**src/pbcs_pkg.sv**
```systemverilog
// package for the basic control and status register pair
// assumes a 16-bit management access port with a 5-bit register index
package pbcs_pkg;
    // ************************************************************
    // register indices and field positions
    // ************************************************************
    localparam logic [4:0] PBCS_IDX_BASIC_CONTROL = 5'h00;
    localparam logic [4:0] PBCS_IDX_BASIC_STATUS = 5'h01;
    localparam int PBCS_BIT_SOFT_RESET = 15;
    localparam int PBCS_BIT_LOOPBACK = 14;
    localparam int PBCS_BIT_SPEED = 13;
    localparam int PBCS_BIT_AN_ENABLE = 12;
    localparam int PBCS_BIT_POWER_DOWN = 11;
    localparam int PBCS_BIT_ISOLATE = 10;
    localparam int PBCS_BIT_AN_RESTART = 9;
    localparam int PBCS_BIT_DUPLEX = 8;
    localparam int PBCS_BIT_COL_TEST = 7;
    localparam int PBCS_BIT_AN_DONE = 5;
    localparam int PBCS_BIT_REMOTE_FAULT = 4;
    localparam int PBCS_BIT_LINK = 2;
    localparam int PBCS_BIT_JABBER = 1;
    // fixed ability bits of the status word
    localparam logic [15:0] PBCS_STATUS_FIXED = 16'h7809;
    // ************************************************************
    // values after reset and timing
    // ************************************************************
    localparam logic PBCS_RST_LOOPBACK = 1'b0;
    localparam logic PBCS_RST_POWER_DOWN = 1'b0;
    localparam logic PBCS_RST_ISOLATE = 1'b0;
    localparam logic PBCS_RST_COL_TEST = 1'b0;
    localparam logic PBCS_RST_FLAG = 1'b0;
    localparam int PBCS_SRST_CYCLES = 4;
    localparam logic [2:0] PBCS_SRST_CNT_W = 3'h4;
    // ************************************************************
    // carriers
    // ************************************************************
    typedef struct packed {
        logic loopback;
        logic speed_100;
        logic an_enable;
        logic power_down;
        logic isolate;
        logic duplex_full;
        logic col_test;
    } pbcs_cfg_t;
    typedef struct packed {
        logic an_done;
        logic remote_fault;
        logic link_up;
        logic jabber;
    } pbcs_cond_t;
endpackage

```
**src/pbcs_regs.sv**
```systemverilog
// basic control and status registers of a 10/100 transceiver
// assumes a management engine on clk_sys issuing single-cycle read and write strobes
// Operation
// control bit 15 starts soft reset, self-clears
// soft reset write keeps other bits zero
// soft reset keeps register values, not straps
// bit 14 selects loopback, resets zero
// bit 13 speed, used only without autoneg
// bit 12 enables autoneg, overrides speed, duplex
// bit 11 power down; clear autoneg first
// bit 10 isolates the MII data interface
// bit 9 restarts autoneg, self-clears
// bit 8 duplex, used only without autoneg
// bit 7 enables collision test, resets zero
// speed, autoneg, duplex reset from mode straps
// status bits 14 to 11 read one
// status bits 15, 10, 9, 8 read zero
// status bits 3 and 0 read one
// status bit 5 shows autoneg complete
// status bit 4 latches remote fault high
// status bit 2 link, latches low
// status bit 1 latches jabber high
// latch-high holds until read, then follows
// latch-low holds zero until register read
// self-clearing bits ignore zero writes, readable
// controller writes zeros to reserved fields
// link stays zero after drop until read
// reserved bits read zero, ignore writes
`timescale 1ns/1ps
module pbcs_regs
    import pbcs_pkg::*;
(
    input wire logic clk_sys,
    input wire logic srst,
    input wire logic clk_en,
    input wire logic [2:0] mode_strap,
    input wire logic wr_en,
    input wire logic rd_en,
    input wire logic [4:0] reg_idx,
    input wire logic [15:0] wr_data,
    output logic [15:0] rd_data,
    output logic rd_valid,
    input wire logic an_done_in,
    input wire logic remote_fault_in,
    input wire logic link_up_in,
    input wire logic jabber_in,
    input wire logic an_restart_ack,
    output pbcs_cfg_t cfg_out,
    output logic soft_reset_out,
    output logic an_restart_out
);
    // ************************************************************
    // input synchronisers
    // ************************************************************
    logic [6:0] sync1_q;
    logic [6:0] sync2_q;
    logic [6:0] sync1_d;
    logic [6:0] sync2_d;
    logic [2:0] strap_s;
    pbcs_cond_t cond_s;

    // two-stage capture of straps and line conditions
    always_comb begin
        sync1_d = {mode_strap, an_done_in, remote_fault_in, link_up_in, jabber_in};
        sync2_d = sync1_q;
    end

    // no reset here: the straps must already be through both stages when the load state runs
    always_ff @(posedge clk_sys) begin
        if (clk_en) begin
            sync1_q <= sync1_d;
            sync2_q <= sync2_d;
        end
    end

    assign strap_s = sync2_q[6:4];
    assign cond_s = sync2_q[3:0];

    // ************************************************************
    // strap capture after hardware reset
    // ************************************************************
    typedef enum logic [1:0] {PBCS_ST_WAIT, PBCS_ST_LOAD, PBCS_ST_RUN} pbcs_state_t;
    pbcs_state_t state_q;
    pbcs_state_t state_d;
    logic [2:0] srst_cnt_q;
    logic [2:0] srst_cnt_d;

    // wait for synchronised straps, load them once, then run
    always_comb begin
        state_d = state_q;
        case (state_q)
            PBCS_ST_WAIT: begin
                state_d = PBCS_ST_LOAD;
            end
            PBCS_ST_LOAD: begin
                state_d = PBCS_ST_RUN;
            end
            PBCS_ST_RUN: begin
                state_d = PBCS_ST_RUN;
            end
            default: begin
                state_d = PBCS_ST_WAIT;
            end
        endcase
    end

    always_ff @(posedge clk_sys) begin
        if (srst) begin
            state_q <= PBCS_ST_WAIT;
        end else if (clk_en) begin
            state_q <= state_d;
        end
    end

    // ************************************************************
    // control register
    // ************************************************************
    pbcs_cfg_t cfg_q;
    pbcs_cfg_t cfg_d;
    logic soft_reset_q;
    logic soft_reset_d;
    logic an_restart_q;
    logic an_restart_d;
    logic wr_ctrl;
    logic wr_go;

    assign wr_ctrl = wr_en && (reg_idx == PBCS_IDX_BASIC_CONTROL) && (state_q == PBCS_ST_RUN);
    assign wr_go = wr_ctrl && !soft_reset_q;

    // next control values; soft reset holds config as written
    always_comb begin
        cfg_d = cfg_q;
        soft_reset_d = soft_reset_q;
        an_restart_d = an_restart_q;
        srst_cnt_d = srst_cnt_q;
        if (state_q == PBCS_ST_LOAD) begin
            cfg_d.speed_100 = strap_s[0];
            cfg_d.duplex_full = strap_s[1];
            cfg_d.an_enable = strap_s[2];
        end
        // a soft reset write carries no settings, so the stored config survives it
        if (wr_go && wr_data[PBCS_BIT_SOFT_RESET]) begin
            soft_reset_d = 1'b1;
            srst_cnt_d = PBCS_SRST_CNT_W;
        end else if (wr_go) begin
            // reserved bits 6:0 are not stored
            cfg_d.loopback = wr_data[PBCS_BIT_LOOPBACK];
            cfg_d.speed_100 = wr_data[PBCS_BIT_SPEED];
            cfg_d.an_enable = wr_data[PBCS_BIT_AN_ENABLE];
            cfg_d.power_down = wr_data[PBCS_BIT_POWER_DOWN];
            cfg_d.isolate = wr_data[PBCS_BIT_ISOLATE];
            cfg_d.duplex_full = wr_data[PBCS_BIT_DUPLEX];
            cfg_d.col_test = wr_data[PBCS_BIT_COL_TEST];
            if (wr_data[PBCS_BIT_AN_RESTART]) begin
                an_restart_d = 1'b1;
            end
        end
        // soft reset runs a fixed count then clears, straps not reloaded
        if (soft_reset_q) begin
            if (srst_cnt_q == 3'h0) begin
                soft_reset_d = 1'b0;
            end else begin
                srst_cnt_d = srst_cnt_q - 3'h1;
            end
        end
        // restart clears once the negotiation engine takes it
        if (an_restart_q && an_restart_ack && !(wr_go && wr_data[PBCS_BIT_AN_RESTART])) begin
            an_restart_d = 1'b0;
        end
    end

    always_ff @(posedge clk_sys) begin
        if (srst) begin
            cfg_q <= '{PBCS_RST_LOOPBACK, 1'b0, 1'b0, PBCS_RST_POWER_DOWN,
                       PBCS_RST_ISOLATE, 1'b0, PBCS_RST_COL_TEST};
            soft_reset_q <= 1'b0;
            an_restart_q <= 1'b0;
            srst_cnt_q <= 3'h0;
        end else if (clk_en) begin
            cfg_q <= cfg_d;
            soft_reset_q <= soft_reset_d;
            an_restart_q <= an_restart_d;
            srst_cnt_q <= srst_cnt_d;
        end
    end

    // ************************************************************
    // latched status flags
    // ************************************************************
    logic rf_q;
    logic rf_d;
    logic jab_q;
    logic jab_d;
    logic link_q;
    logic link_d;
    logic link_held_q;
    logic link_held_d;
    logic rd_stat;

    assign rd_stat = rd_en && (reg_idx == PBCS_IDX_BASIC_STATUS);

    // latch-high and latch-low update; the event beats the read release
    always_comb begin
        rf_d = rf_q | cond_s.remote_fault;
        jab_d = jab_q | cond_s.jabber;
        if (rd_stat) begin
            rf_d = cond_s.remote_fault;
            jab_d = cond_s.jabber;
        end
        link_held_d = link_held_q;
        link_d = cond_s.link_up;
        if (!cond_s.link_up) begin
            link_held_d = 1'b1;
        end else if (rd_stat) begin
            link_held_d = 1'b0;
        end
        if (link_held_q && !(rd_stat && cond_s.link_up)) begin
            link_d = 1'b0;
        end
    end

    always_ff @(posedge clk_sys) begin
        if (srst) begin
            rf_q <= PBCS_RST_FLAG;
            jab_q <= PBCS_RST_FLAG;
            link_q <= PBCS_RST_FLAG;
            link_held_q <= 1'b1;
        end else if (clk_en) begin
            rf_q <= rf_d;
            jab_q <= jab_d;
            link_q <= link_d;
            link_held_q <= link_held_d;
        end
    end

    // ************************************************************
    // read path and outputs
    // ************************************************************
    logic [15:0] rd_data_d;
    logic [15:0] rd_data_q;
    logic rd_valid_q;
    pbcs_cfg_t cfg_eff_d;
    pbcs_cfg_t cfg_eff_q;
    logic soft_reset_o_q;
    logic an_restart_o_q;

    // read word assembly and effective configuration
    always_comb begin
        rd_data_d = 16'h0000;
        if (reg_idx == PBCS_IDX_BASIC_CONTROL) begin
            rd_data_d[PBCS_BIT_SOFT_RESET] = soft_reset_q;
            rd_data_d[PBCS_BIT_LOOPBACK] = cfg_q.loopback;
            rd_data_d[PBCS_BIT_SPEED] = cfg_q.speed_100;
            rd_data_d[PBCS_BIT_AN_ENABLE] = cfg_q.an_enable;
            rd_data_d[PBCS_BIT_POWER_DOWN] = cfg_q.power_down;
            rd_data_d[PBCS_BIT_ISOLATE] = cfg_q.isolate;
            rd_data_d[PBCS_BIT_AN_RESTART] = an_restart_q;
            rd_data_d[PBCS_BIT_DUPLEX] = cfg_q.duplex_full;
            rd_data_d[PBCS_BIT_COL_TEST] = cfg_q.col_test;
        end else if (reg_idx == PBCS_IDX_BASIC_STATUS) begin
            rd_data_d = PBCS_STATUS_FIXED;
            rd_data_d[PBCS_BIT_AN_DONE] = cond_s.an_done;
            rd_data_d[PBCS_BIT_REMOTE_FAULT] = rf_q;
            rd_data_d[PBCS_BIT_LINK] = link_q;
            rd_data_d[PBCS_BIT_JABBER] = jab_q;
        end
        cfg_eff_d = cfg_q;
        if (cfg_q.an_enable) begin
            cfg_eff_d.speed_100 = 1'b1;
            cfg_eff_d.duplex_full = 1'b1;
        end
    end

    always_ff @(posedge clk_sys) begin
        if (srst) begin
            rd_data_q <= 16'h0000;
            rd_valid_q <= 1'b0;
            cfg_eff_q <= '0;
            soft_reset_o_q <= 1'b0;
            an_restart_o_q <= 1'b0;
        end else if (clk_en) begin
            rd_data_q <= rd_en ? rd_data_d : rd_data_q;
            rd_valid_q <= rd_en;
            cfg_eff_q <= cfg_eff_d;
            soft_reset_o_q <= soft_reset_q;
            an_restart_o_q <= an_restart_q;
        end
    end

    assign rd_data = rd_data_q;
    assign rd_valid = rd_valid_q;
    assign cfg_out = cfg_eff_q;
    assign soft_reset_out = soft_reset_o_q;
    assign an_restart_out = an_restart_o_q;
endmodule

```
**config.mk**
```make
export PLATFORM = sky130hd
export DESIGN_NAME = pbcs_regs
export DESIGN_NICKNAME = d
export VERILOG_FILES = /design/src/pbcs_pkg.sv /design/src/pbcs_regs.sv
export SDC_FILE = /design/constraint.sdc
export NUM_CORES = 1
export LEC_CHECK = 0
export BUFFER_PORTS_ARGS = -buffer_cell sky130_fd_sc_hd__buf_2
export CAP_MARGIN = 20
export CORE_UTILIZATION = 51
export CTS_CLUSTER_SIZE = 16
export DETAILED_ROUTE_END_ITERATION = 7
export PLACE_DENSITY = 0.78
export SYNTH_ARGS = -nofsm -noshare
export SYNTH_HDL_FRONTEND = slang
export SYNTH_SLANG_ARGS = --single-unit
```
**constraint.sdc**
```tcl
create_clock -name clk_sys -period 2 [get_ports clk_sys]
set_input_delay 0.2 -clock clk_sys [delete_from_list [all_inputs] [get_ports clk_sys]]
set_output_delay 0.2 -clock clk_sys [all_outputs]
set_load 0.005 [all_outputs]
```
### Word-level counts from Yosys, hierarchy flattened

Index checks and enable logic that the tools add are counted.
Widths: inputs -> output; s select.

| cells by class | value |
|---|---|
| bitwise gates (word level) | 3 |
| mux-type cells | 25 |
| $add $sub $neg | 1 |
| equality and inequality tests | 5 |
| reductions and logical operators | 23 |

Operators with widths:

| cell | count |
|---|---|
| $mux 1 | 15 |
| $mux 15 | 1 |
| $mux 6 | 2 |
| $logic_and 1x1->1 | 10 |
| $mux 3 | 3 |
| $mux 9 | 1 |
| $mux 7 | 1 |
| $eq 5x1->1 const B | 1 |
| $logic_not 5->1 | 1 |
| $ne 2x1->1 const B | 2 |
| $pmux 2 s2 | 1 |
| $reduce_and 2->1 | 2 |
| $reduce_and 4->1 | 1 |
| $reduce_bool 2->1 | 2 |
| $logic_not 1->1 | 3 |
| $logic_not 3->1 | 1 |
| $reduce_and 3->1 | 1 |
| $sub 3x1->3 const B | 1 |
| $eq 2x1->1 const B | 1 |
| $eq 2x2->1 const B | 1 |
| $logic_not 2->1 | 1 |
| $mux 2 | 1 |
| $or 1x1->1 | 2 |
| $reduce_or 2->1 | 1 |
| $not 1->1 | 1 |

| storage, ports and cells | value |
|---|---|
| output and inout bits | 26 |
| word-level logic and storage cells | 85 |
| input port bits | 34 |
| register bits | 58 |

### Logic depth before layout (Yosys ltp)

| logic depth | value |
|---|---|
| depth after elaboration | 9 |
| mapped depth | 7 |
| gate-level depth less buffers | 6 |

### Least setup slack after synthesis

Ideal clock, no wire load.

| path | value |
|---|---|
| path type | reg2reg |
| from | reg state_q[0] |
| to | reg cfg_q (netlist bit cfg_eff_d[4]) |
| setup time | 0.132 ns |
| path slack | 0.573 ns |
| required time | 1.868 ns |
| arrival | 1.295 ns |
| cell stages (with the launch flop) | 8 |
| period minus slack after synthesis | 1.427 ns |
| path buffers | 1 |
| cells stage by stage | dfxtp_1 -> inv_1 -> ha_1 -> and4bb_1 -> and4b_1 -> buf_4 -> a2bb2oi_1 -> a21oi_1 |

| on the way | value |
|---|---|
| word-level cells in the longest chain between the ends | 5 |
| elaborated cells on any way between the ends | 8 |
| those cells by class | eq/ne: 2; mux: 3; reduce/logical: 3 |

Ends and longest elaborated chain:

| item | RTL line | RTL |
|---|---|---|
| start, declared | pbcs_regs.sv:83 | `pbcs_state_t state_q;` |
| start signal, assigned | pbcs_regs.sv:111 | `state_q <= state_d;` |
| $eq 2x2->1 | pbcs_regs.sv:127 | `assign wr_ctrl = wr_en && (reg_idx == PBCS_IDX_BASIC_CONTROL) && (state_q == PBCS_ST_RUN);` |
| $logic_and 1x1->1 | pbcs_regs.sv:127 |  |
| $logic_and 1x1->1 | pbcs_regs.sv:128 | `assign wr_go = wr_ctrl && !soft_reset_q;` |
| $mux 6 / $logic_and 1x1->1 (equally long branches) | pbcs_regs.sv:145, pbcs_regs.sv:142 |  |
| $mux 6 * | pbcs_regs.sv:142 | `if (wr_go && wr_data[PBCS_BIT_SOFT_RESET]) begin` |
| end signal, assigned | pbcs_regs.sv:174 | `cfg_q <= '{PBCS_RST_LOOPBACK, 1'b0, 1'b0, PBCS_RST_POWER_DOWN,` |
| end signal, assigned | pbcs_regs.sv:180 | `cfg_q <= cfg_d;` |
| end, declared | pbcs_regs.sv:118 | `pbcs_cfg_t cfg_q;` |

Mark *: on every way between the ends. The rest lies on a longest branch, timed or not.
A chain may end at the register's enable or synchronous reset.

### Worst setup path in the final report

| path | value |
|---|---|
| from | reg state_q[0] |
| to | reg cfg_q (netlist bit cfg_eff_d[6]) |

| on the way | value |
|---|---|
| word-level cells in the longest chain between the ends | 6 |

Ends and longest elaborated chain:

| item | RTL line |
|---|---|
| $eq 2x2->1 * | pbcs_regs.sv:127 |
| $logic_and 1x1->1 * | pbcs_regs.sv:127 |
| $logic_and 1x1->1 * | pbcs_regs.sv:128 |
| $logic_and 1x1->1 | pbcs_regs.sv:142 |
| $not 1->1 (no line) | -- |
| $reduce_and 3->1 (no line) * | -- |

Marks and branches as above.

==> impl_metrics.toml <==
[cts]
clk_pin_slew_worst_paths_ps = 100
cts_resized = 0
cts_hold_buf = 0
h-tree-depth = 2
cts_tree = "built"
post_cts_buffers = 0
worst_skew_pair.late_latency_ps = 310
cts.sinks = 56
clockBufferDepth = 2
cts_buffers = 5
cts_root_buffer = "clkbuf_8"

[critical_path]
r2r_cells = 6
path_buf_inv = 1
crit_slowest_cell = "and4b_1"
critPathMaxStageDelay_ps = 460
r2r_slack_ps = 310
criticalPathCategory = "flip-flop to flip-flop"
regToRegEndpoint = "cfg_eff_d[6]"
required_ps = 2170
path_max_fanout = 7
critPathCaptureType = "flip-flop"
path_cells = "inv_1, ha_1, and4bb_1, and4b_1, mux2i_1, nor2_1"
cpLargestDelayFamily = "simple AND/OR/NAND/NOR gates"
start_kind = "flip-flop"
arrival_ps = 1860
r2r-start = "state_q[0]"

[drt]
drt-initial-drc-count = 143
ant_nets = 0
vias = 1654
routed_wl_um = 4180
dr.pass1.iters = 4
drc = 0
viasPerCell = 5.34
wire_per_inst_um = 13.5

[final_layout]
final_cell_mix = "buf_2, dfxtp_1, nor2_1"
nets = 298
area_delta_synth_final_pct = 16.7
drive_gt1_share_pct = 25.0
diodes = 0
layout_commonest_cell = "buf_2"

[global_route]
grt_max_degree = 43
grt_pass1_vias = 1397
track_usage_pct = 19.5
antenna_found_initial = 0
grt_pass1_wl_um = 6390
grt_overflow = 0

[outcome]
status = "completed"

[placement]
place.port_buffers = 51
post-dp-hpwl_um = 2830
place_congestion = 0.751

[logic_synthesis]
synthDistinctLibCells = 34
synth_top_area_cell = "dfxtp_1"
netlist_instances = 212
synth_warnings = 0
ys_seq_area_share_pct = 58.1
syn_area_per_cell_um2 = 10.2
syn-cell-area_um2 = 2170
synth_edf_count = 14
postSynthNetCount = 251
async_flop_share_pct = 0
synth_ff_type = "dfxtp_1"
synth_seq_cells = 56
synthTopCellsByArea = "dfxtp_1, edfxtp_1, mux2i_1, a21oi_1, nor2_1"
synth_top_area_share_pct = 38.7

[timing]
finalClockSkew_ps = 7.19
final.setup.tns_ps = 0
slew_headroom_pct = 49.4
max_freq_ghz = 0.590
maxSlewViolCount = 0
tightest_slew_ps = 759
post-route-min-period_ps = 1690
setup_viol = 0
fin_crit_sh_pct = 84.7
hold_ws_ps = 59.0
final_hold_viol_count = 0
rsz0062_at_grt = "no"

[hold_path]
hold_start = "jabber_in"
hold_path_class = "input port to flip-flop"
holdPathStages = 1
whs_endpoint = "sync1_q[0]"

[die]
start_util_pct = 53.5
dieArea_um2 = 4520
core-area_um2 = 4060
die_h_um = 67.3
num_io_pins = 60
fp.dieW_um = 67.3
rows = 23

[job]
drv_cap = 0

[pwr]
power_density_nw_per_um2 = 775
max-vdd-ir-drop_uv = 449
cellLeakagePower_nw = 1.03
[layout make-up]
type,count,area (um2)
Timing Repair Buffer,55,285
Clock inverter,3,17.5
Fill cell,330,1520
Sequential cell,56,1260
Tap cell,50,62.6
Multi-Input combinational cell,133,810
Inverter,8,30.0
Clock buffer,5,68.8
[registers in the layout (all words and copies together) (netlist names), 2 cells and up]
register,flops
state_q,2
sync1_q,7
cfg_out,7
cfg_eff_d,5
rd_data,14
sync2_q,7
cfg_q,2
srst_cnt_q,3
[power by group]
part           internal (mW)  switching [mW]  leakage, nW
Clock                  0.246           0.362       0.0460
Sequential              1.20          0.0168        0.477
Combinational         0.0565          0.0837        0.511
Total                   1.50           0.463         1.03
[how the worst max path moves through the flow]
| stage | startpoint | endpoint | slack (ps) | cells past startpoint |
|---|---|---|---|---|
| 6_report | state_q[0] | cfg_eff_d[6] | 310 | 6 |
| 2_1_floorplan | state_q[0] | cfg_eff_d[4] | 570 | 7 |
| 5_1_grt | state_q[0] | cfg_eff_d[6] | 190 | 6 |
| 3_3_place_gp | state_q[0] | cfg_eff_d[6] | 340 | 6 |
| 3_5_place_dp | state_q[0] | cfg_eff_d[0] | 320 | 6 |
| 4_1_cts | state_q[0] | cfg_eff_d[6] | 300 | 6 |
[through the flow]
stage	utilization (%)	worst slack, ps	cells	total power [mW]	instance area, um2
final	62.5	306	310	1.97	2530
after global routing	62.5	186	310	2.06	2530
after CTS	62.5	300	310	1.98	2530
after detailed placement	60.3	324	302	1.38	2450
after global placement	60.3	344	302	1.38	2450
after floorplan	-	573	212	1.32	2170
[synthesized netlist by cell type (2+ instances only)]
library cell  instances
a22oi_1               6
nand2_1              16
ha_1                  5
clkbuf_1              8
or3_1                 2
o21ai_0               7
edfxtp_1             14
nand3_1              13
mux2i_1              12
nand2b_1              4
buf_2                 3
a311oi_1              2
a21oi_1              20
a2bb2oi_1             2
o211ai_1              4
buf_4                 3
dfxtp_1              42
a31oi_1               3
inv_1                 8
nor3_1                3
nor2_1               22
[metal layers]
metal / vias to the layer above / track usage, % / wire length, um
met2: 55 / 30.0 / 1880
met5: - / 0 / 0
met1: 753 / 24.9 / 2000
li1: 838 / - / -
met4: 0 / 7.98 / 78
met3: 8 / 6.93 / 215
[worst register-to-register path, cell delays in order (launching register included)]
cell      delay, ps
dfxtp_1         330
inv_1            80
ha_1            140
and4bb_1        270
and4b_1         460
mux2i_1         230
nor2_1           60
[cell families after synthesis]
kind of cell | Yosys count | synth area share (%)
AOI/OAI and AO/OA | 45 | 12.6
muxes | 12 | 5.53
adders and majority gates | 5 | 2.88
other | 1 | 0.173
and+or+nand+nor | 70 | 16.1
buffers and inverters | 23 | 4.67
DFF | 56 | 58.1
Note: power is estimated with default switching activity, not from simulation.
